### config.mk
export PLATFORM = sky130hd
export DESIGN_NAME = wdu_top
export DESIGN_NICKNAME = d
export VERILOG_FILES = /design/src/wdu_pkg.sv /design/src/wdu_top.sv /design/src/wdu_core.sv
export SDC_FILE = /design/constraint.sdc
export NUM_CORES = 1
export LEC_CHECK = 0
export BUFFER_PORTS_ARGS = -buffer_cell sky130_fd_sc_hd__buf_2
export CAP_MARGIN = 15
export CORE_AREA = 2 2 144 146
export DETAILED_ROUTE_END_ITERATION = 7
export DIE_AREA = 0 0 146 148
export GPL_TIMING_DRIVEN = 0
export PLACE_DENSITY = 0.95
export RECOVER_POWER = 100
export SYNTH_ARGS = -nofsm -noshare
export SYNTH_HDL_FRONTEND = slang
export SYNTH_SLANG_ARGS = --single-unit
### constraint.sdc
create_clock -name CLK_IN -period 10.7 [get_ports CLK_IN]
set_clock_uncertainty 0.15 [all_clocks]
set_input_delay 2.14 -clock CLK_IN [delete_from_list [all_inputs] [get_ports CLK_IN]]
set_output_delay 2.14 -clock CLK_IN [all_outputs]
set_load 0.01 [all_outputs]
### src/wdu_pkg.sv
// Purpose: Shared constants for the word integer divide unit
// Assumes: Instruction bit 0 is the most significant bit of the word
// Notes:   Field positions are given in little-endian index form
package wdu_pkg;
  // Operand width
  localparam int WIDTH = 32;
  localparam int CNT_W = 6;
  // Instruction fields, as [msb:lsb] in little-endian numbering
  localparam int PRIM_HI = 31;               // Instruction bits 0-5
  localparam int PRIM_LO = 26;
  localparam int TGT_HI  = 25;               // Instruction bits 6-10
  localparam int TGT_LO  = 21;
  localparam int SRC1_HI = 20;               // Instruction bits 11-15
  localparam int SRC1_LO = 16;
  localparam int SRC2_HI = 15;               // Instruction bits 16-20
  localparam int SRC2_LO = 11;
  localparam int OE_POS  = 10;               // Instruction bit 21
  localparam int EXT_HI  = 9;                // Instruction bits 22-30
  localparam int EXT_LO  = 1;
  localparam int REC_POS = 0;                // Instruction bit 31
  // Opcodes
  localparam logic [5:0] PRIM_OP       = 6'h1F;   // 31
  localparam logic [8:0] EXT_LEGACY    = 9'h16B;  // 363
  localparam logic [8:0] EXT_SIGNED    = 9'h1EB;  // 491
  localparam logic [8:0] EXT_UNSIGNED  = 9'h1CB;  // 459
  // Special values
  localparam logic [31:0] MOST_NEG  = 32'h80000000;
  localparam logic [31:0] MINUS_ONE = 32'hFFFFFFFF;
  localparam logic [31:0] ZERO_W    = 32'h00000000;
  localparam logic [5:0]  STEPS     = 6'h20;      // One bit per cycle
  localparam logic [5:0]  CNT_ONE   = 6'h01;
  // Condition field bit positions, [3:0] = lt,gt,eq,so
  localparam int CR_LT = 3;
  localparam int CR_GT = 2;
  localparam int CR_EQ = 1;
  localparam int CR_SO = 0;
  // Divide kind
  typedef enum logic [1:0] {WDU_LEGACY, WDU_SIGNED, WDU_UNSIGNED} wdu_kind_e;
endpackage

### src/wdu_top.sv
// Purpose: Word integer divide unit, legacy signed, signed and unsigned
// Assumes: Issue logic may issue while BUSY_OUT is high; the unit ignores such an issue
// Notes:   Outputs are registered; write enables pulse one cycle
`timescale 1ns/1ps
module wdu_top (
  input  wire logic        CLK_IN,          // 10 MHz clock
  input  wire logic        SYS_RST_IN,      // Synchronous reset
  input  wire logic        CE_IN,           // Clock enable
  input  wire logic        ISSUE_IN,        // Instruction valid pulse
  input  wire logic [31:0] INSTR_IN,        // Instruction word
  input  wire logic [31:0] SRC1_DATA_IN,    // First source operand
  input  wire logic [31:0] SRC2_DATA_IN,    // Second source operand
  input  wire logic        SO_IN,           // Current summary overflow
  output logic             BUSY_OUT,        // Divide in progress
  output logic             ILLEGAL_OUT,     // Issue not a divide
  output logic             TGT_WE_OUT,      // Target write pulse
  output logic [4:0]       TGT_SEL_OUT,     // Target register field
  output logic [31:0]      TGT_DATA_OUT,    // Quotient
  output logic             REM_WE_OUT,      // Remainder register write
  output logic [31:0]      REM_DATA_OUT,    // Remainder
  output logic             XER_WE_OUT,      // Summary/overflow write
  output logic             SO_OUT,          // New summary overflow
  output logic             OV_OUT,          // New overflow flag
  output logic             CR0_WE_OUT,      // Condition field write
  output logic [3:0]       CR0_OUT          // lt,gt,eq,so
);
  typedef enum logic [1:0] {WDU_IDLE, WDU_RUN, WDU_FIN} wdu_state_e;
  ////////////////////////////////////////////////////////////////////////
  // Helper functions
  // Absolute value of a signed word
  function automatic logic [31:0] wdu_abs(input logic [31:0] v);
    wdu_abs = v[31] ? (wdu_pkg::ZERO_W - v) : v;
  endfunction
  // Negate when asked
  function automatic logic [31:0] wdu_neg(input logic [31:0] v,
                                          input logic        n);
    wdu_neg = n ? (wdu_pkg::ZERO_W - v) : v;
  endfunction
  ////////////////////////////////////////////////////////////////////////
  // Decode
  wire [5:0] prim   = INSTR_IN[wdu_pkg::PRIM_HI:wdu_pkg::PRIM_LO];
  wire [8:0] ext    = INSTR_IN[wdu_pkg::EXT_HI:wdu_pkg::EXT_LO];
  wire       is_p31 = (prim == wdu_pkg::PRIM_OP);
  wire       dec_leg = is_p31 && (ext == wdu_pkg::EXT_LEGACY);
  wire       dec_sgn = is_p31 && (ext == wdu_pkg::EXT_SIGNED);
  wire       dec_uns = is_p31 && (ext == wdu_pkg::EXT_UNSIGNED);
  wire       dec_any = dec_leg || dec_sgn || dec_uns;
  wire       unsgn   = dec_uns;
  // Overflow screen on the issued operands
  wire       dvs_zero = (SRC2_DATA_IN == wdu_pkg::ZERO_W);
  wire       neg_ovf  = !unsgn && (SRC1_DATA_IN == wdu_pkg::MOST_NEG) &&
                        (SRC2_DATA_IN == wdu_pkg::MINUS_ONE);
  wire       start    = ISSUE_IN && dec_any && !BUSY_OUT;
  // Magnitudes fed to the core
  wire [31:0] mag1 = unsgn ? SRC1_DATA_IN : wdu_abs(SRC1_DATA_IN);
  wire [31:0] mag2 = unsgn ? SRC2_DATA_IN : wdu_abs(SRC2_DATA_IN);
  ////////////////////////////////////////////////////////////////////////
  // Held instruction state
  wdu_state_e           st_r, st_nxt;
  wdu_pkg::wdu_kind_e   kind_r;          // Which divide
  logic [4:0]           tsel_r;          // Target field
  logic                 oe_r;            // Overflow enable
  logic                 rec_r;           // Record bit
  logic                 ovf_r;           // Overflow case
  logic                 mnn_r;           // Most negative by minus one
  logic                 qneg_r;          // Quotient sign
  logic                 rneg_r;          // Remainder sign
  logic                 so_r;            // Summary overflow snapshot
  logic                 core_done;       // Core finished
  logic [31:0]          core_q;          // Core quotient
  logic [31:0]          core_r;          // Core remainder
  ////////////////////////////////////////////////////////////////////////
  // Unsigned core
  wdu_core u_core (
    .clk_in   (CLK_IN),
    .rst_in   (SYS_RST_IN),
    .ce_in    (CE_IN),
    .start_in (start && !dvs_zero && !neg_ovf),
    .dvd_in   (mag1),
    .dvs_in   (mag2),
    .done_out (core_done),
    .quo_out  (core_q),
    .rem_out  (core_r)
  );
  ////////////////////////////////////////////////////////////////////////
  // Result formation
  // Signs restored; zero results stay positive zero
  wire [31:0] q_fin = ovf_r ? (mnn_r ? wdu_pkg::MOST_NEG : wdu_pkg::ZERO_W)
                            : wdu_neg(core_q, qneg_r);
  wire [31:0] r_fin = ovf_r ? wdu_pkg::ZERO_W
                            : wdu_neg(core_r, rneg_r);
  // Overflow flag update, summary sticky
  wire        so_new = ovf_r | so_r;
  wire        so_use = oe_r ? so_new : so_r;
  // Signed compare against zero, unsigned too
  wire        lt_b   = q_fin[31];
  wire        eq_b   = (q_fin == wdu_pkg::ZERO_W);
  wire        gt_b   = !lt_b && !eq_b;
  wire        finish = (st_r == WDU_RUN && core_done) || st_r == WDU_FIN;
  ////////////////////////////////////////////////////////////////////////
  // Sequencer next state
  always_comb
  begin
    st_nxt = st_r;
    unique case (st_r)
      WDU_IDLE:
        if (start)
          st_nxt = (dvs_zero || neg_ovf) ? WDU_FIN : WDU_RUN;
      WDU_RUN:
        if (core_done)
          st_nxt = WDU_IDLE;
      WDU_FIN:
        st_nxt = WDU_IDLE;
    endcase
  end
  ////////////////////////////////////////////////////////////////////////
  // Capture instruction at issue
  always_ff @(posedge CLK_IN)
  begin
    if (SYS_RST_IN)
    begin
      st_r   <= WDU_IDLE;
      kind_r <= wdu_pkg::WDU_LEGACY;
      tsel_r <= '0;
      oe_r   <= 1'b0;
      rec_r  <= 1'b0;
      ovf_r  <= 1'b0;
      mnn_r  <= 1'b0;
      qneg_r <= 1'b0;
      rneg_r <= 1'b0;
      so_r   <= 1'b0;
    end
    else if (CE_IN)
    begin
      st_r <= st_nxt;
      if (start)
      begin
        // Legacy form treats bit 21 as overflow enable as well
        kind_r <= dec_leg ? wdu_pkg::WDU_LEGACY :
                  dec_sgn ? wdu_pkg::WDU_SIGNED : wdu_pkg::WDU_UNSIGNED;
        tsel_r <= INSTR_IN[wdu_pkg::TGT_HI:wdu_pkg::TGT_LO];
        oe_r   <= INSTR_IN[wdu_pkg::OE_POS];
        rec_r  <= INSTR_IN[wdu_pkg::REC_POS];
        ovf_r  <= dvs_zero || neg_ovf;
        mnn_r  <= neg_ovf && dec_leg;
        qneg_r <= !unsgn && (SRC1_DATA_IN[31] ^ SRC2_DATA_IN[31]);
        rneg_r <= !unsgn && SRC1_DATA_IN[31];
        so_r   <= SO_IN;
      end
    end
  end
  ////////////////////////////////////////////////////////////////////////
  // Registered outputs
  always_ff @(posedge CLK_IN)
  begin
    if (SYS_RST_IN)
    begin
      BUSY_OUT     <= 1'b0;
      ILLEGAL_OUT  <= 1'b0;
      TGT_WE_OUT   <= 1'b0;
      TGT_SEL_OUT  <= '0;
      TGT_DATA_OUT <= '0;
      REM_WE_OUT   <= 1'b0;
      REM_DATA_OUT <= '0;
      XER_WE_OUT   <= 1'b0;
      SO_OUT       <= 1'b0;
      OV_OUT       <= 1'b0;
      CR0_WE_OUT   <= 1'b0;
      CR0_OUT      <= '0;
    end
    else if (CE_IN)
    begin
      BUSY_OUT    <= (st_nxt != WDU_IDLE);
      ILLEGAL_OUT <= ISSUE_IN && !dec_any && !BUSY_OUT;
      TGT_WE_OUT  <= finish;
      REM_WE_OUT  <= finish && kind_r == wdu_pkg::WDU_LEGACY;
      XER_WE_OUT  <= finish && oe_r;
      CR0_WE_OUT  <= finish && rec_r;
      if (finish)
      begin
        TGT_SEL_OUT  <= tsel_r;
        TGT_DATA_OUT <= q_fin;
        REM_DATA_OUT <= r_fin;
        OV_OUT       <= ovf_r;
        SO_OUT       <= so_new;
        CR0_OUT      <= {lt_b, gt_b, eq_b, so_use};
      end
    end
  end
  ////////////////////////////////////////////////////////////////////////
  // Assertions
  // Operand copies kept only for the equation check
  logic [31:0]          chk_dvd_r;       // Dividend in flight
  logic [31:0]          chk_dvs_r;       // Divisor in flight
  // Capture operands when a divide is taken
  always_ff @(posedge CLK_IN)
  begin
    if (SYS_RST_IN)
    begin
      chk_dvd_r <= '0;
      chk_dvs_r <= '0;
    end
    else if (CE_IN && start)
    begin
      chk_dvd_r <= SRC1_DATA_IN;
      chk_dvs_r <= SRC2_DATA_IN;
    end
  end
  property p_mnn;
    @(posedge CLK_IN) disable iff (SYS_RST_IN)
    (start && dec_leg && neg_ovf && CE_IN) ##1 CE_IN ##1 CE_IN |->
      REM_WE_OUT && REM_DATA_OUT == wdu_pkg::ZERO_W &&
      TGT_DATA_OUT == wdu_pkg::MOST_NEG;
  endproperty
  a_mnn: assert property (p_mnn) else $error("min/-1 result wrong");
  property p_rem_sign;
    @(posedge CLK_IN) disable iff (SYS_RST_IN)
    (REM_WE_OUT && REM_DATA_OUT != wdu_pkg::ZERO_W) |->
      (REM_DATA_OUT[31] == $past(rneg_r));
  endproperty
  a_rem_sign: assert property (p_rem_sign) else $error("rem sign");
  property p_rem_only_leg;
    @(posedge CLK_IN) disable iff (SYS_RST_IN)
    REM_WE_OUT |-> $past(kind_r) == wdu_pkg::WDU_LEGACY;
  endproperty
  a_rem_only_leg: assert property (p_rem_only_leg)
    else $error("rem write");
  property p_xer_oe;
    @(posedge CLK_IN) disable iff (SYS_RST_IN)
    (XER_WE_OUT && $past(CE_IN)) |->
      $past(oe_r) && $past(finish);
  endproperty
  a_xer_oe: assert property (p_xer_oe) else $error("xer write");
  property p_cr_rec;
    @(posedge CLK_IN) disable iff (SYS_RST_IN)
    CR0_WE_OUT |-> $past(rec_r) && TGT_WE_OUT;
  endproperty
  a_cr_rec: assert property (p_cr_rec) else $error("cr write");
  property p_zero_ov;
    @(posedge CLK_IN) disable iff (SYS_RST_IN)
    (start && dvs_zero && INSTR_IN[wdu_pkg::OE_POS] && CE_IN)
      ##1 CE_IN ##1 CE_IN |-> XER_WE_OUT && OV_OUT && SO_OUT;
  endproperty
  a_zero_ov: assert property (p_zero_ov) else $error("ov on zero");
  property p_so_copy;
    @(posedge CLK_IN) disable iff (SYS_RST_IN)
    (CR0_WE_OUT && XER_WE_OUT) |-> CR0_OUT[wdu_pkg::CR_SO] == SO_OUT;
  endproperty
  a_so_copy: assert property (p_so_copy) else $error("so copy");
  property p_cr_sign;
    @(posedge CLK_IN) disable iff (SYS_RST_IN)
    CR0_WE_OUT |-> CR0_OUT[wdu_pkg::CR_LT] == TGT_DATA_OUT[31] &&
      CR0_OUT[wdu_pkg::CR_EQ] == (TGT_DATA_OUT == wdu_pkg::ZERO_W);
  endproperty
  a_cr_sign: assert property (p_cr_sign) else $error("cr sign");
  property p_done_bound;
    @(posedge CLK_IN) disable iff (SYS_RST_IN)
    ($rose(BUSY_OUT) && CE_IN) |-> ##[1:40] TGT_WE_OUT;
  endproperty
  a_done_bound: assert property (p_done_bound)
    else $error("no result");
  // Results satisfy the division equation
  property p_div_eq;
    @(posedge CLK_IN) disable iff (SYS_RST_IN)
    (TGT_WE_OUT && !ovf_r) |->
      chk_dvd_r == chk_dvs_r * TGT_DATA_OUT + REM_DATA_OUT;
  endproperty
  a_div_eq: assert property (p_div_eq) else $error("equation");
  // One target write per divide
  property p_we_pulse;
    @(posedge CLK_IN) disable iff (SYS_RST_IN)
    (TGT_WE_OUT && CE_IN) |=> !TGT_WE_OUT;
  endproperty
  a_we_pulse: assert property (p_we_pulse) else $error("we pulse");
  // Non-divide issue flagged, never written
  property p_illegal;
    @(posedge CLK_IN) disable iff (SYS_RST_IN)
    (ISSUE_IN && !dec_any && !BUSY_OUT && CE_IN) |=>
      ILLEGAL_OUT && !TGT_WE_OUT;
  endproperty
  a_illegal: assert property (p_illegal) else $error("illegal");
  c_leg: cover property (@(posedge CLK_IN) REM_WE_OUT);
  c_ovf: cover property (@(posedge CLK_IN) XER_WE_OUT && OV_OUT);
  c_rec: cover property (@(posedge CLK_IN)
    CR0_WE_OUT && CR0_OUT[wdu_pkg::CR_LT]);
  c_hold: cover property (@(posedge CLK_IN) BUSY_OUT && !CE_IN);
  c_refuse: cover property (@(posedge CLK_IN) BUSY_OUT && ISSUE_IN);
endmodule

### src/wdu_core.sv
// Purpose: Restoring unsigned 32-bit divider, one quotient bit a cycle
// Assumes: Divisor is nonzero when started; caller screens zero
// Notes:   Done pulses on the same edge as the last step, with the final result
`timescale 1ns/1ps
module wdu_core (
  input  wire logic        clk_in,       // Clock
  input  wire logic        rst_in,       // Synchronous reset
  input  wire logic        ce_in,        // Clock enable
  input  wire logic        start_in,     // Start pulse
  input  wire logic [31:0] dvd_in,       // Unsigned dividend
  input  wire logic [31:0] dvs_in,       // Unsigned divisor
  output logic             done_out,     // Result valid pulse
  output logic [31:0]      quo_out,      // Quotient
  output logic [31:0]      rem_out       // Remainder
);
  logic [31:0] q_r;                      // Quotient / shifting dividend
  logic [31:0] r_r;                      // Partial remainder
  logic [31:0] d_r;                      // Held divisor
  logic [5:0]  cnt_r;                    // Steps left
  logic        done_r;                   // Done flag
  logic [32:0] trial;                    // Shifted partial remainder
  logic [32:0] diff;                     // Trial subtraction
  ////////////////////////////////////////////////////////////////////////
  // Trial subtraction
  assign trial = {r_r, q_r[31]};
  assign diff  = trial - {1'b0, d_r};
  ////////////////////////////////////////////////////////////////////////
  // Iteration
  always_ff @(posedge clk_in)
  begin
    if (rst_in)
    begin
      q_r    <= '0;
      r_r    <= '0;
      d_r    <= '0;
      cnt_r  <= '0;
      done_r <= 1'b0;
    end
    else if (ce_in)
    begin
      done_r <= 1'b0;
      if (start_in)
      begin
        // Load operands
        q_r   <= dvd_in;
        r_r   <= '0;
        d_r   <= dvs_in;
        cnt_r <= wdu_pkg::STEPS;
      end
      else if (cnt_r != '0)
      begin
        // Keep or restore
        if (!diff[32])
          r_r <= diff[31:0];
        else
          r_r <= trial[31:0];
        q_r    <= {q_r[30:0], ~diff[32]};
        cnt_r  <= cnt_r - wdu_pkg::CNT_ONE;
        done_r <= (cnt_r == wdu_pkg::CNT_ONE);
      end
    end
  end
  assign done_out = done_r;
  assign quo_out  = q_r;
  assign rem_out  = r_r;
endmodule

Yosys cells after proc, flatten, opt, wreduce, memory -nomap -nowiden

Index checks and enable logic that the tools add are counted.

ROM bits: 0
Logic and storage cells: 111
Flip-flop bits (word level): 200
Memories kept: 0
Memory bits (writable): 0
Input port bits: 101
Latch bits: 0
Output and inout bits: 81

Shift-type cells: 0
Div/mod/pow operators: 0
$lt $le $gt $ge: 0
Reductions and logical operators: 41
Multiplexer cells: 25
Equal/unequal tests: 9
Multiply operators: 0
Bitwise logic cells: 3
Add/subtract/negate cells: 6

Operators with widths:

| kind                                                                  | count |
|---|---|
| 32-bit 2-to-1 mux                                                     | 14 |
| 1-bit by 32-bit subtractor with 32-bit output, first input constant   | 4 |
| 32-bit equality test, second input constant                           | 2 |
| 32-bit logical NOT                                                    | 2 |
| 33-bit by 32-bit subtractor with 33-bit output                        | 1 |
| 9-bit equality test, second input constant                            | 3 |
| 1-bit logical AND                                                     | 19 |
| 6-bit 2-to-1 mux                                                      | 2 |
| 2-bit 2-to-1 mux                                                      | 5 |
| 2-bit AND reduction                                                   | 4 |
| 1-bit logical NOT                                                     | 7 |
| 6-bit by 1-bit equality test with 1-bit output, second input constant | 1 |
| 6-bit by 5-bit equality test with 1-bit output, second input constant | 1 |
| 2-bit case mux with 3 select lines                                    | 1 |
| 6-bit nonzero test                                                    | 1 |
| 6-bit by 1-bit subtractor with 6-bit output, second input constant    | 1 |
| 2-bit logical NOT                                                     | 2 |
| 1-bit logical OR                                                      | 4 |
| 2-bit nonzero test                                                    | 2 |
| 1-bit 2-to-1 mux                                                      | 3 |
| 2-bit by 1-bit equality test with 1-bit output, second input constant | 1 |
| 2-bit equality test, second input constant                            | 1 |
| 1-bit inverter                                                        | 1 |
| 1-bit bitwise OR                                                      | 1 |
| 1-bit bitwise XOR                                                     | 1 |

Depth between registers and ports, before layout

Gate-level depths: netlist of the first run.

Word-level depth: 10
Mapped depth: 14
Gate-level depth less buffers: 12

By module

A second synthesis of the first run with hierarchy kept.

Cells, all modules: 1,729
Area total of the unflattened synthesis: 13,261.5 um^2

By module, submodules not included:

| module   | seq. area each (um^2) | area each (um^2) | times used | cells each |
|---|---|---|---|---|
| wdu_top  | 1,921.8               | 6,862.8          | 1          | 907 |
| wdu_core | 2,062.0               | 6,398.6          | 1          | 822 |

Worst setup path after synthesis of the first run

Ideal clock, no wire load.

Path kind: input -> register
Start: in SRC1_DATA_IN[2]
End: reg u_core.q_r[1], in the netlist u_core.quo_out[1]
Cell stages on the path: 10
Required time: 10.422 ns
Setup slack: 5.390 ns
Data arrival time: 5.033 ns
Setup time: 0.128 ns
Buffers on the path: 1
Cell sequence: or4_1 > or4_1 > or4_4 > o311ai_4 > nor2_1 > nor2_4 > buf_2 > nor2_1 > a21oi_1 > nor2_1

Cells in the longest elaborated chain, start to end: 7
Elaborated cells between the ends (all ways): 8
Classes of those cells: eq/ne (1); mux (1); reduce/logical (6)

Ends and longest elaborated chain:

| what                                 | RTL line       | text |
|---|---|---|
| start, declared                      | wdu_top.sv:11  | `input wire logic [31:0] SRC1_DATA_IN,` |
| 32-bit equality test *               | wdu_top.sv:51  | `wire neg_ovf = !unsgn && (SRC1_DATA_IN == wdu_pkg::MOST_NEG) &&` |
| 1-bit logical AND * (2 in series)    | wdu_top.sv:51  |  |
| 1-bit logical NOT *                  | wdu_top.sv:78  | `.start_in (start && !dvs_zero && !neg_ovf),` |
| 1-bit logical AND *                  | wdu_top.sv:78  |  |
| 2-bit nonzero test (no source line)  | n/a            |  |
| 2-bit AND reduction (no source line) | n/a            |  |
| end signal, assigned                 | wdu_core.sv:45 | `q_r <= dvd_in;` |
| end signal, assigned                 | wdu_core.sv:57 | `q_r <= {q_r[30:0], ~diff[32]};` |
| end, declared                        | wdu_core.sv:16 | `logic [31:0] q_r;` |

Mark *: on every way between the ends. The rest lies on a longest branch, timed or not.
A chain may end at the register's enable or synchronous reset.

Final worst setup path of the first run

Start: in SRC1_DATA_IN[2]
End: reg u_core.r_r[31], in the netlist u_core.rem_out[31]

Cells in the longest elaborated chain, start to end: 7
Elaborated cells between the ends (all ways): 8
Classes of those cells: eq/ne (1); mux (1); reduce/logical (6)

Ends and longest elaborated chain:

| what                                 | RTL line       | text |
|---|---|---|
| 32-bit equality test *               | wdu_top.sv:51  |  |
| 1-bit logical AND * (2 in series)    | wdu_top.sv:51  |  |
| 1-bit logical NOT *                  | wdu_top.sv:78  |  |
| 1-bit logical AND *                  | wdu_top.sv:78  |  |
| 2-bit nonzero test (no source line)  | n/a            |  |
| 2-bit AND reduction (no source line) | n/a            |  |
| end signal, assigned                 | wdu_core.sv:54 | `r_r <= diff[31:0];` |
| end signal, assigned                 | wdu_core.sv:56 | `r_r <= trial[31:0];` |
| end, declared                        | wdu_core.sv:17 | `logic [31:0] r_r;` |

Marked as above.

==> results of run 1 <==
-- per-stage QoR --
stage               power [mW]  cells  setup WS, ns  util [%]
floorplan                1.859   1676         5.390         -
global placement         2.143   2116         4.638     67.64
detailed placement       2.179   2116         4.595     67.64
CTS                      2.775   2146         5.053     70.37
global route             2.980   2146         2.627     69.69
finish                   2.810   2146         2.889     69.69
-- power groups by stage --
stage	Clock, mW	Sequential (mW)	Combinational (mW)
finish	0.609	0.869	1.33
global route	0.638	0.874	1.47
CTS	0.605	0.863	1.31
detailed placement	0	0.880	1.30
global placement	0	0.877	1.27
floorplan	0	0.858	1.00
-- layout make-up --
type                    count  area, um^2  share of cell area, %
multi-input cells        1319        7750                  55.50
flip-flops and latches    199        3984                  28.53
repair buffers            170       748.2                  5.358
clock buffers              17       425.4                  3.046
plain buffers             102       387.9                  2.778
well taps                 270       337.8                  2.419
inverters                  56       210.2                  1.505
clock inverters            13       121.4                 0.8691
-- logic make-up after synthesis --
logic type | synth area share [%]
and+or+nand+nor | 26.01
DFF | 32.21
muxes | 0.5969
AOI/OAI and AO/OA | 21.47
buffers and inverters | 4.887
adders and majority gates | 4.411
xor gates and xnor gates | 10.41
-- cells in the final DEF, fill, tap and decap left out, drive strengths merged, types with 15 or more instances in the layout --
cell    count
nand2     271
dfxtp     199
clkbuf    197
a21oi     184
nor2      142
xnor2     100
buf        92
nand3      86
o21ai      73
inv        61
nor3       54
xor2       47
ha         42
o31ai      32
a22oi      31
or4        24
or3        21
nand4      19
nand2b     18
nor4       17
o41ai      15
-- metal layers --
metal	up-vias	global-route usage (%)
met5	-	1.364
met4	2	12.04
met3	89	6.852
met2	750	51.63
met1	6035	47.41
li1	6311	-
-- path summary, 6_finish.rpt --
path                                      endpoint         startpoint  slack [ns]
worst min-delay path                         mnn_r              mnn_r        0.31
worst max-delay path            u_core.rem_out[31]    SRC1_DATA_IN[2]        2.89
worst min register to register               mnn_r              mnn_r        0.31
worst max register to register  u_core.rem_out[30]  u_core.rem_out[0]        5.62
-- registers in the layout, summed over array words and instances (netlist names), 2 cells and up --
name / count
CR0_OUT: 3
REM_DATA_OUT: 32
TGT_DATA_OUT: 32
TGT_SEL_OUT: 5
kind_r: 2
st_r: 2
tsel_r: 5
u_core.cnt_r: 6
u_core.d_r: 32
u_core.quo_out: 32
u_core.rem_out: 32
-- worst reg2reg max path, delay by kind of cell, from the launching register on --
family,cells,cell delay [ns]
AO/OA/AOI/OAI,6,2.15
adder cells (fa/ha/maj),1,0.47
buffers and inverters,1,0.23
flip-flops,1,0.49
XOR/XNOR,1,0.91
AND/OR/NAND/NOR,2,0.55
==> results.yml, run 1 <==
route:
  drcViolationCount: 1
  met1_length_um: 16090
  viasPerCell: 6.145
  postRouteAntennaNets: 0
  routed_wl_um: 37040
  num_vias: 13190
  top_layer: "met5"
  drtIter0Drc: 1789
  routed-wl-met2_um: 15900
  drt_first_pass_iters: 8
  met3WireLength_um: 3980
  wire_per_inst_um: 17.26
clock_tree:
  cts_inserted_buffers: 17
  h-tree-depth: 4
  cts-hold-fix-buffers: 0
  postCtsSetupBuffers: 0
  cts_num_sinks: 199
  clk_pin_slew_ns: 0.07
  clk_latency_ns: 0.44
  root_buffer: "clkbuf_16"
  tritoncts: "built"
  max-clock-path-buffers: 2
  cts_resized: 0
pwr:
  power_frac_comb_pct: 47.4
  switchingPower_mw: 1.204
  seq_power_share_pct: 30.9
  clkPwrFrac_pct: 21.7
  power_density_nw_per_um2: 201.2
  leakage_nw: 5.279
  peakVddDrop_mv: 0.1299
  sw_frac_of_total_pct: 42.84
  power.internal_mw: 1.606
timing:
  fin_crit_sh_pct: 73.00
  max-slew-margin-rel_pct: -42.17
  setup_violations: 0
  worstMarginPinSlew_ns: 2.106
  timing.hold.ws_ns: 0.3059
  rsz0062_at_grt: "false"
  clock.fmax_mhz: 128.0
  hold_viol: 0
  setup_tns_ns: 0
  fin_crit_ns: 7.811
  slew_viol_final: 11
layout:
  fillers: 1695
  finalNetCount: 2009
  n_antenna_cell: 0
  area_growth_pct: 12.92
  final_area_um2: 13960
  drive_gt1_share_pct: 7.303
die:
  io-pin-count: 182
  start_util_pct: 61.71
  die_h_um: 148
  num_rows: 52
  die_area_um2: 21610
  die_w_um: 146
  core_area_um2: 20040
global_routing:
  grt_start_max_net_pins: 19
  grt_pass1_vias: 11880
  antenna_found_initial: 0
  grt_pass1_wl_um: 59620
  track_usage_pct: 33.78
  grt.overflow.total: 0
place:
  io_buffer_count: 170
  gp_congestion: 1.001
  dpl.hpwl_um: 28790
  placed_area_um2: 13560
worst_setup_path:
  startpoint_type: "primary input"
  path_cells: "clkbuf_1, or4_1, or4_1, or4_1, o311ai_0, o21ai_0, nor2_1, clkbuf_1, nand2_1, nand3_1, a41o_1"
  crit_fanout: 10
  crit_path_end_kind: "flip-flop"
  required_ns: 10.93
  cp_slowest_cell: "o311ai_0"
  cp_top_family: "compound AO/OA/AOI/OAI gates"
  r2r_cells: 11
  crit_type: "primary input to flip-flop"
  slowest_delay_ns: 1.69
  path_buf_inv: 2
  path_common_cell: "or4_1"
  cp.depth: 11
  critPathArrivalTime_ns: 8.04
yosys:
  synth_largest_area_cell: "dfxtp_1"
  synth-edff-count: 0
  syn_area_um2: 12370
  ys_async_sr_fraction_pct: 0
  syn_avg_cell_area_um2: 7.379
  synthesis.nets: 1820
  yosysSeqAreaShare_pct: 32.21
  ys_types: 70
  yosysMostFrequentCell: "nand2_1"
  synth_seq_cells: 199
  ys_top_cells_by_count: "nand2_1, dfxtp_1, a21oi_1"
  yosys_warnings: 0
  synth.area.top_cells: "dfxtp_1, nand2_1, a21oi_1, xnor2_1, ha_1"
  synthCells: 1676
  synth_flop_cell: "dfxtp_1"
  synth_top_area_share_pct: 32.21
outcome:
  violations: "DRC, capacitance limit, slew limit"
  status: "finished with violations"
min_path:
  hp-class: "flip-flop to flip-flop"
  min_path_cells: 2
flow_run:
  max_cap_violations: 1
Power figures use the tool's default switching activity.
==> run 2, diff against run 1 <==
Settings changed: CORE_AREA 2 2 144 146 to 2 2 150 152, DIE_AREA 0 0 146 148 to 0 0 152 154, PLACE_DENSITY 0.95 to 0.9.
Clock period 10.7 ns to 8.2 ns, I/O delays scaled along.
==> run 2 against run 1 <==
The flow finishes with violations (DRC). Cell area grew 0.96%. Clock power grew 52%. Hold slack lost 0.0036 ns. Global-route usage shrank 3.5 points. Flip-flop and latch count is the same. Count of clock-buffer cells in the layout grew 2. First-iteration DRC count shrank 20%. Sequential share of layout area shrank 0.27 points. Critical path depth shrank 1. Register-to-register slack lost 2.3 ns. Combinational power grew 29%. Final cell count grew 0.56%.
==> results.yml, run 2 (synthesis results as in run 1) <==
pwr:
  leakage_nw: 5.332
  peakVddDrop_mv: 0.1512
  power_density_nw_per_um2: 268.1
  power_mw: 3.780
clock_tree:
  max-clock-path-buffers: 2
  h-tree-depth: 4
  cts_resized: 0
  cts-hold-fix-buffers: 0
  clk_latency_ns: 0.45
  postCtsSetupBuffers: 0
  clk_pin_slew_ns: 0.07
  tritoncts: "built"
  cts_num_sinks: 199
  cts_inserted_buffers: 17
  root_buffer: "clkbuf_16"
timing:
  timing.hold.ws_ns: 0.3023
  clock.fmax_mhz: 171.9
  setup_tns_ns: 0
  max-slew-margin-rel_pct: 8.126
  slew_viol_final: 0
  rsz0062_at_grt: "false"
  worstMarginPinSlew_ns: 1.364
  hold_viol: 0
  fin_crit_ns: 5.817
  setup_violations: 0
  fin_crit_sh_pct: 70.94
layout:
  final_area_um2: 14100
  finalNetCount: 2009
  area_growth_pct: 14.00
  n_antenna_cell: 0
  final_common_cell: "nand2_1"
  layout_common_cells: "nand2_1, dfxtp_1, a21oi_1"
  drive_gt1_share_pct: 7.348
  fillers: 1838
route:
  routed_wl_um: 36590
  drcViolationCount: 1
  wire_per_inst_um: 16.96
  viasPerCell: 6.032
  num_vias: 13020
  drtIter0Drc: 1426
  drt_first_pass_iters: 8
  postRouteAntennaNets: 0
worst_setup_path:
  rr_endpoint: "u_core.rem_out[27]"
  crit_fanout: 10
  slowest_delay_ns: 0.65
  path_cells: "clkbuf_1, or4_1, or4_1, or4_1, o311ai_4, o21ai_0, nor2_1, clkbuf_1, nand2_1, o311ai_0"
  startpoint_type: "primary input"
  path_buf_inv: 2
  crit_type: "primary input to flip-flop"
  critPathArrivalTime_ns: 5.98
  crit_path_end_kind: "flip-flop"
  cp_top_family: "simple AND/OR/NAND/NOR gates"
  r2r_cells: 11
  cp_slowest_cell: "or4_1"
  required_ns: 8.36
  r2r_setup_slack_ns: 3.28
  path_common_cell: "or4_1"
  r2r-start: "u_core.rem_out[0]"
die:
  die_area_um2: 23410
  num_rows: 54
  die_h_um: 154
  io-pin-count: 182
  start_util_pct: 57.02
  core_area_um2: 21690
  die_w_um: 152
min_path:
  hold_end: "u_core.d_r[3]"
  hp-class: "flip-flop to flip-flop"
  min_path_cells: 2
  min-delay-start: "u_core.d_r[3]"
place:
  gp_congestion: 0.9564
  placed_area_um2: 13570
  dpl.hpwl_um: 28250
  io_buffer_count: 170
global_routing:
  antenna_found_initial: 0
  grt_pass1_wl_um: 58850
  grt.overflow.total: 0
  grt_pass1_vias: 11720
  track_usage_pct: 30.26
  grt_start_max_net_pins: 19
outcome:
  status: "finished with violations"
  violations: "DRC"
flow_run:
  max_cap_violations: 0
run 2: cell types whose count changed in the layout (fill, tap and decap cells not counted):
| cell | before | now |
|---|---|---|
| clkinv_8 | 2 | 1 |
| clkinvlp_4 | 2 | 1 |
| clkbuf_8 | 0 | 1 |
| mux2_1 | 0 | 1 |
| clkbuf_1 | 179 | 180 |
| mux2_2 | 3 | 2 |
| o311ai_0 | 3 | 2 |
| o311ai_4 | 0 | 1 |
| bufinv_16 | 0 | 4 |
| clkinv_2 | 2 | 0 |
run 2: worst max-delay path by stage:
| stage | from | end | slack, ns | cells past startpoint |
|---|---|---|---|---|
| floorplan | SRC1_DATA_IN[2] | u_core.quo_out[1] | 3.39 | 10 |
| global placement | SRC1_DATA_IN[2] | u_core.rem_out[12] | 2.64 | 10 |
| detailed placement | SRC1_DATA_IN[2] | u_core.rem_out[12] | 2.50 | 10 |
| CTS | SRC1_DATA_IN[2] | u_core.rem_out[12] | 2.93 | 10 |
| global route | SRC1_DATA_IN[2] | u_core.quo_out[1] | 2.21 | 11 |
| finish | SRC1_DATA_IN[2] | u_core.rem_out[2] | 2.38 | 10 |
run 2: where the power goes:
group | internal [mW] | switching [mW]
combinational | 0.668 | 1.05
clock | 0.529 | 0.397
sequential | 1.03 | 0.0996
total | 2.23 | 1.55
run 2: cell type report:
| cell class | instances | area [um^2] | share of cell area, % |
|---|---|---|---|
| Clock inverter | 13 | 207.7 | 1.473 |
| Tap cell | 280 | 350.3 | 2.485 |
| Multi-Input combinational cell | 1319 | 7767 | 55.09 |
| Inverter | 56 | 210.2 | 1.491 |
| Sequential cell | 199 | 3984 | 28.26 |
| Timing Repair Buffer | 170 | 748.2 | 5.307 |
| Buffer | 102 | 387.9 | 2.751 |
| Clock buffer | 19 | 442.9 | 3.142 |
run 2: worst min-delay path, delay by kind of cell, from the launching register on:
kind            cells  cell delay (ns)
simple gates        1             0.05
compound gates      1             0.05
flops               1             0.31
run 2: metrics by stage:
| step | instances | setup slack (ns) | util [%] |
|---|---|---|---|
| 4_1_cts | 2158 | 2.934 | 65.56 |
| 5_1_grt | 2158 | 2.211 | 65.01 |
| 3_5_place_dp | 2126 | 2.495 | 62.56 |
| 6_report | 2158 | 2.383 | 65.01 |
| 3_3_place_gp | 2126 | 2.638 | 62.56 |
| 2_1_floorplan | 1676 | 3.390 | - |
run 2: per-layer routing:
layer / global-route usage, % / vias up / routed length, um / share of wire [%]
met5: 0 / - / 0 / 0
met4: 10.50 / 0 / 923 / 2.5
li1: - / 6304 / - / -
met3: 6.708 / 81 / 3850 / 11
met1: 42.28 / 5896 / 16090 / 44
met2: 46.16 / 735 / 15720 / 43
==> run 3, diff against run 2 <==
Settings changed: CORE_AREA 2 2 150 152 to 2 2 156 158, DIE_AREA 0 0 152 154 to 0 0 158 160, PLACE_DENSITY 0.9 to 0.88.
Clock period 8.2 ns to 5.35 ns, I/O delays scaled along.
==> run 3 against run 2 <==
The flow now finishes without violations. Largest cell class unchanged. Critical path depth did not move. Combinational power is 54% higher. Hold slack improved by 0.00093 ns. Critical path type unchanged. Routed wire length rose by 2.7%. Sequential share of layout area barely moved. Sequential power rose by 54%.
==> results.yml, run 3 (synthesis results as in run 1) <==
outcome:
  status: "finished, final reports clean"
clock_tree:
  cts-hold-fix-buffers: 0
  cts_num_sinks: 199
  root_buffer: "clkbuf_16"
  max-clock-path-buffers: 2
  cts_resized: 0
  postCtsSetupBuffers: 0
  tritoncts: "built"
  cts_inserted_buffers: 17
  h-tree-depth: 4
  clk_latency_ns: 0.45
  clk_pin_slew_ns: 0.07
worst_setup_path:
  cp_top_family: "simple AND/OR/NAND/NOR gates"
  required_ns: 5.58
  startpoint_type: "primary input"
  r2r-start: "u_core.rem_out[0]"
  path_buf_inv: 2
  cp_slowest_cell: "or4_1"
  slowest_delay_ns: 0.64
  crit_fanout: 10
  crit_path_end_kind: "flip-flop"
  path_cells: "clkbuf_1, or4_1, or4_1, or4_1, o311ai_4, o21ai_0, nor2_1, clkbuf_1, nand2_1, nand3_1"
  crit_start: "SRC1_DATA_IN[2]"
  crit_type: "primary input to flip-flop"
  path_common_cell: "or4_1"
  critPathArrivalTime_ns: 5.20
global_routing:
  grt_pass1_wl_um: 59460
  track_usage_pct: 29.00
  grt_pass1_vias: 11800
  grt.overflow.total: 0
  grt_start_max_net_pins: 20
  antenna_found_initial: 0
route:
  viasPerCell: 5.916
  drcViolationCount: 0
  drtIter0Drc: 1378
  postRouteAntennaNets: 0
  routed_wl_um: 37600
  num_vias: 13030
  wire_per_inst_um: 17.07
  drt_first_pass_iters: 5
timing:
  setup_tns_ns: 0
  slew_viol_final: 0
  fin_crit_ns: 4.971
  setup_violations: 0
  fin_ws_ns: 0.3788
  hold_viol: 0
  clock.fmax_mhz: 201.2
  rsz0062_at_grt: "false"
  worstMarginPinSlew_ns: 1.242
  max-slew-margin-rel_pct: 16.30
  fin_crit_sh_pct: 92.92
pwr:
  power_density_nw_per_um2: 404.6
  leakage_nw: 5.326
  peakVddDrop_mv: 0.2852
min_path:
  hp-class: "flip-flop to flip-flop"
  min-delay-start: "u_core.d_r[26]"
die:
  io-pin-count: 182
  num_rows: 57
  die_area_um2: 25280
  die_h_um: 160
  core_area_um2: 23820
  start_util_pct: 51.92
  die_w_um: 158
layout:
  drive_gt1_share_pct: 7.561
  layout_common_cells: "nand2_1, dfxtp_1, a21oi_1"
  final_common_cell: "nand2_1"
  n_antenna_cell: 0
  final_area_um2: 14120
  finalNetCount: 2009
  ff_latch_area_um2: 3984
  finalNonFillerCells: 2202
  area_growth_pct: 14.14
  fillers: 2220
  multi_input_area_um2: 7775
  fin_util_pct: 59.26
place:
  gp_congestion: 0.9305
  dpl.hpwl_um: 29040
  dp_cells: 2170
  placed_area_um2: 13620
  io_buffer_count: 170
  place_ws_ns: 0.3310
flow_run:
  max_cap_violations: 0
-- run 3: cell count changes in the layout (fill, tap and decap cells not counted), sizes merged --
cell and change:
inv +4, bufinv -3, clkbuf -2, buf +2, clkinvlp -1
-- run 3: path summary, 6_finish.rpt --
check	endpoint	slack (ns)	cells past startpoint
setup / recovery	u_core.rem_out[10]	0.38	10
hold / removal	u_core.d_r[26]	0.30	2
setup reg to reg	u_core.rem_out[30]	0.57	11
hold reg to reg	u_core.d_r[26]	0.30	2
-- run 3: power by group --
group / internal (mW) / total (mW) / switching, mW
Sequential: 1.58 / 1.74 / 0.154
Clock: 0.694 / 1.33 / 0.635
Combinational: 1.03 / 2.65 / 1.62
-- run 3: per-stage QoR --
stage	total power, mW	hold slack [ns]
after global placement	4.266	0.2855
after floorplan	3.718	0.2784
after global routing	6.058	0.3226
after CTS	5.654	0.3039
after detailed placement	4.326	0.2956
final	5.711	0.3032
-- run 3: layout make-up --
| cell class | count | area share, % |
|---|---|---|
| Tap cell | 324 | 2.872 |
| Timing Repair Buffer | 170 | 5.300 |
| Buffer | 102 | 2.765 |
| Clock buffer | 19 | 3.209 |
| Sequential cell | 199 | 28.22 |
| Multi-Input combinational cell | 1319 | 55.08 |
| Inverter | 56 | 1.489 |
| Clock inverter | 13 | 1.064 |
-- run 3: metal layers --
layer,global-route usage (%),vias to the layer above,part of all wire (%)
met5,0,-,0
met4,10.52,0,2.8
met3,5.862,81,10
met2,44.09,663,43
met1,40.65,5966,44
li1,-,6317,-
-- run 3: worst reg2reg max path, cell delays in order (launching register included) --
cell and delay, ns:
dfxtp_1 0.46, inv_1 0.19, fa_1 0.46, nand2b_1 0.20, a21oi_1 0.28, o21ai_0 0.16
a21oi_1 0.30, a31oi_1 0.22, o31ai_1 0.72, xor2_1 0.81, nor2_1 0.30, a221o_1 0.42
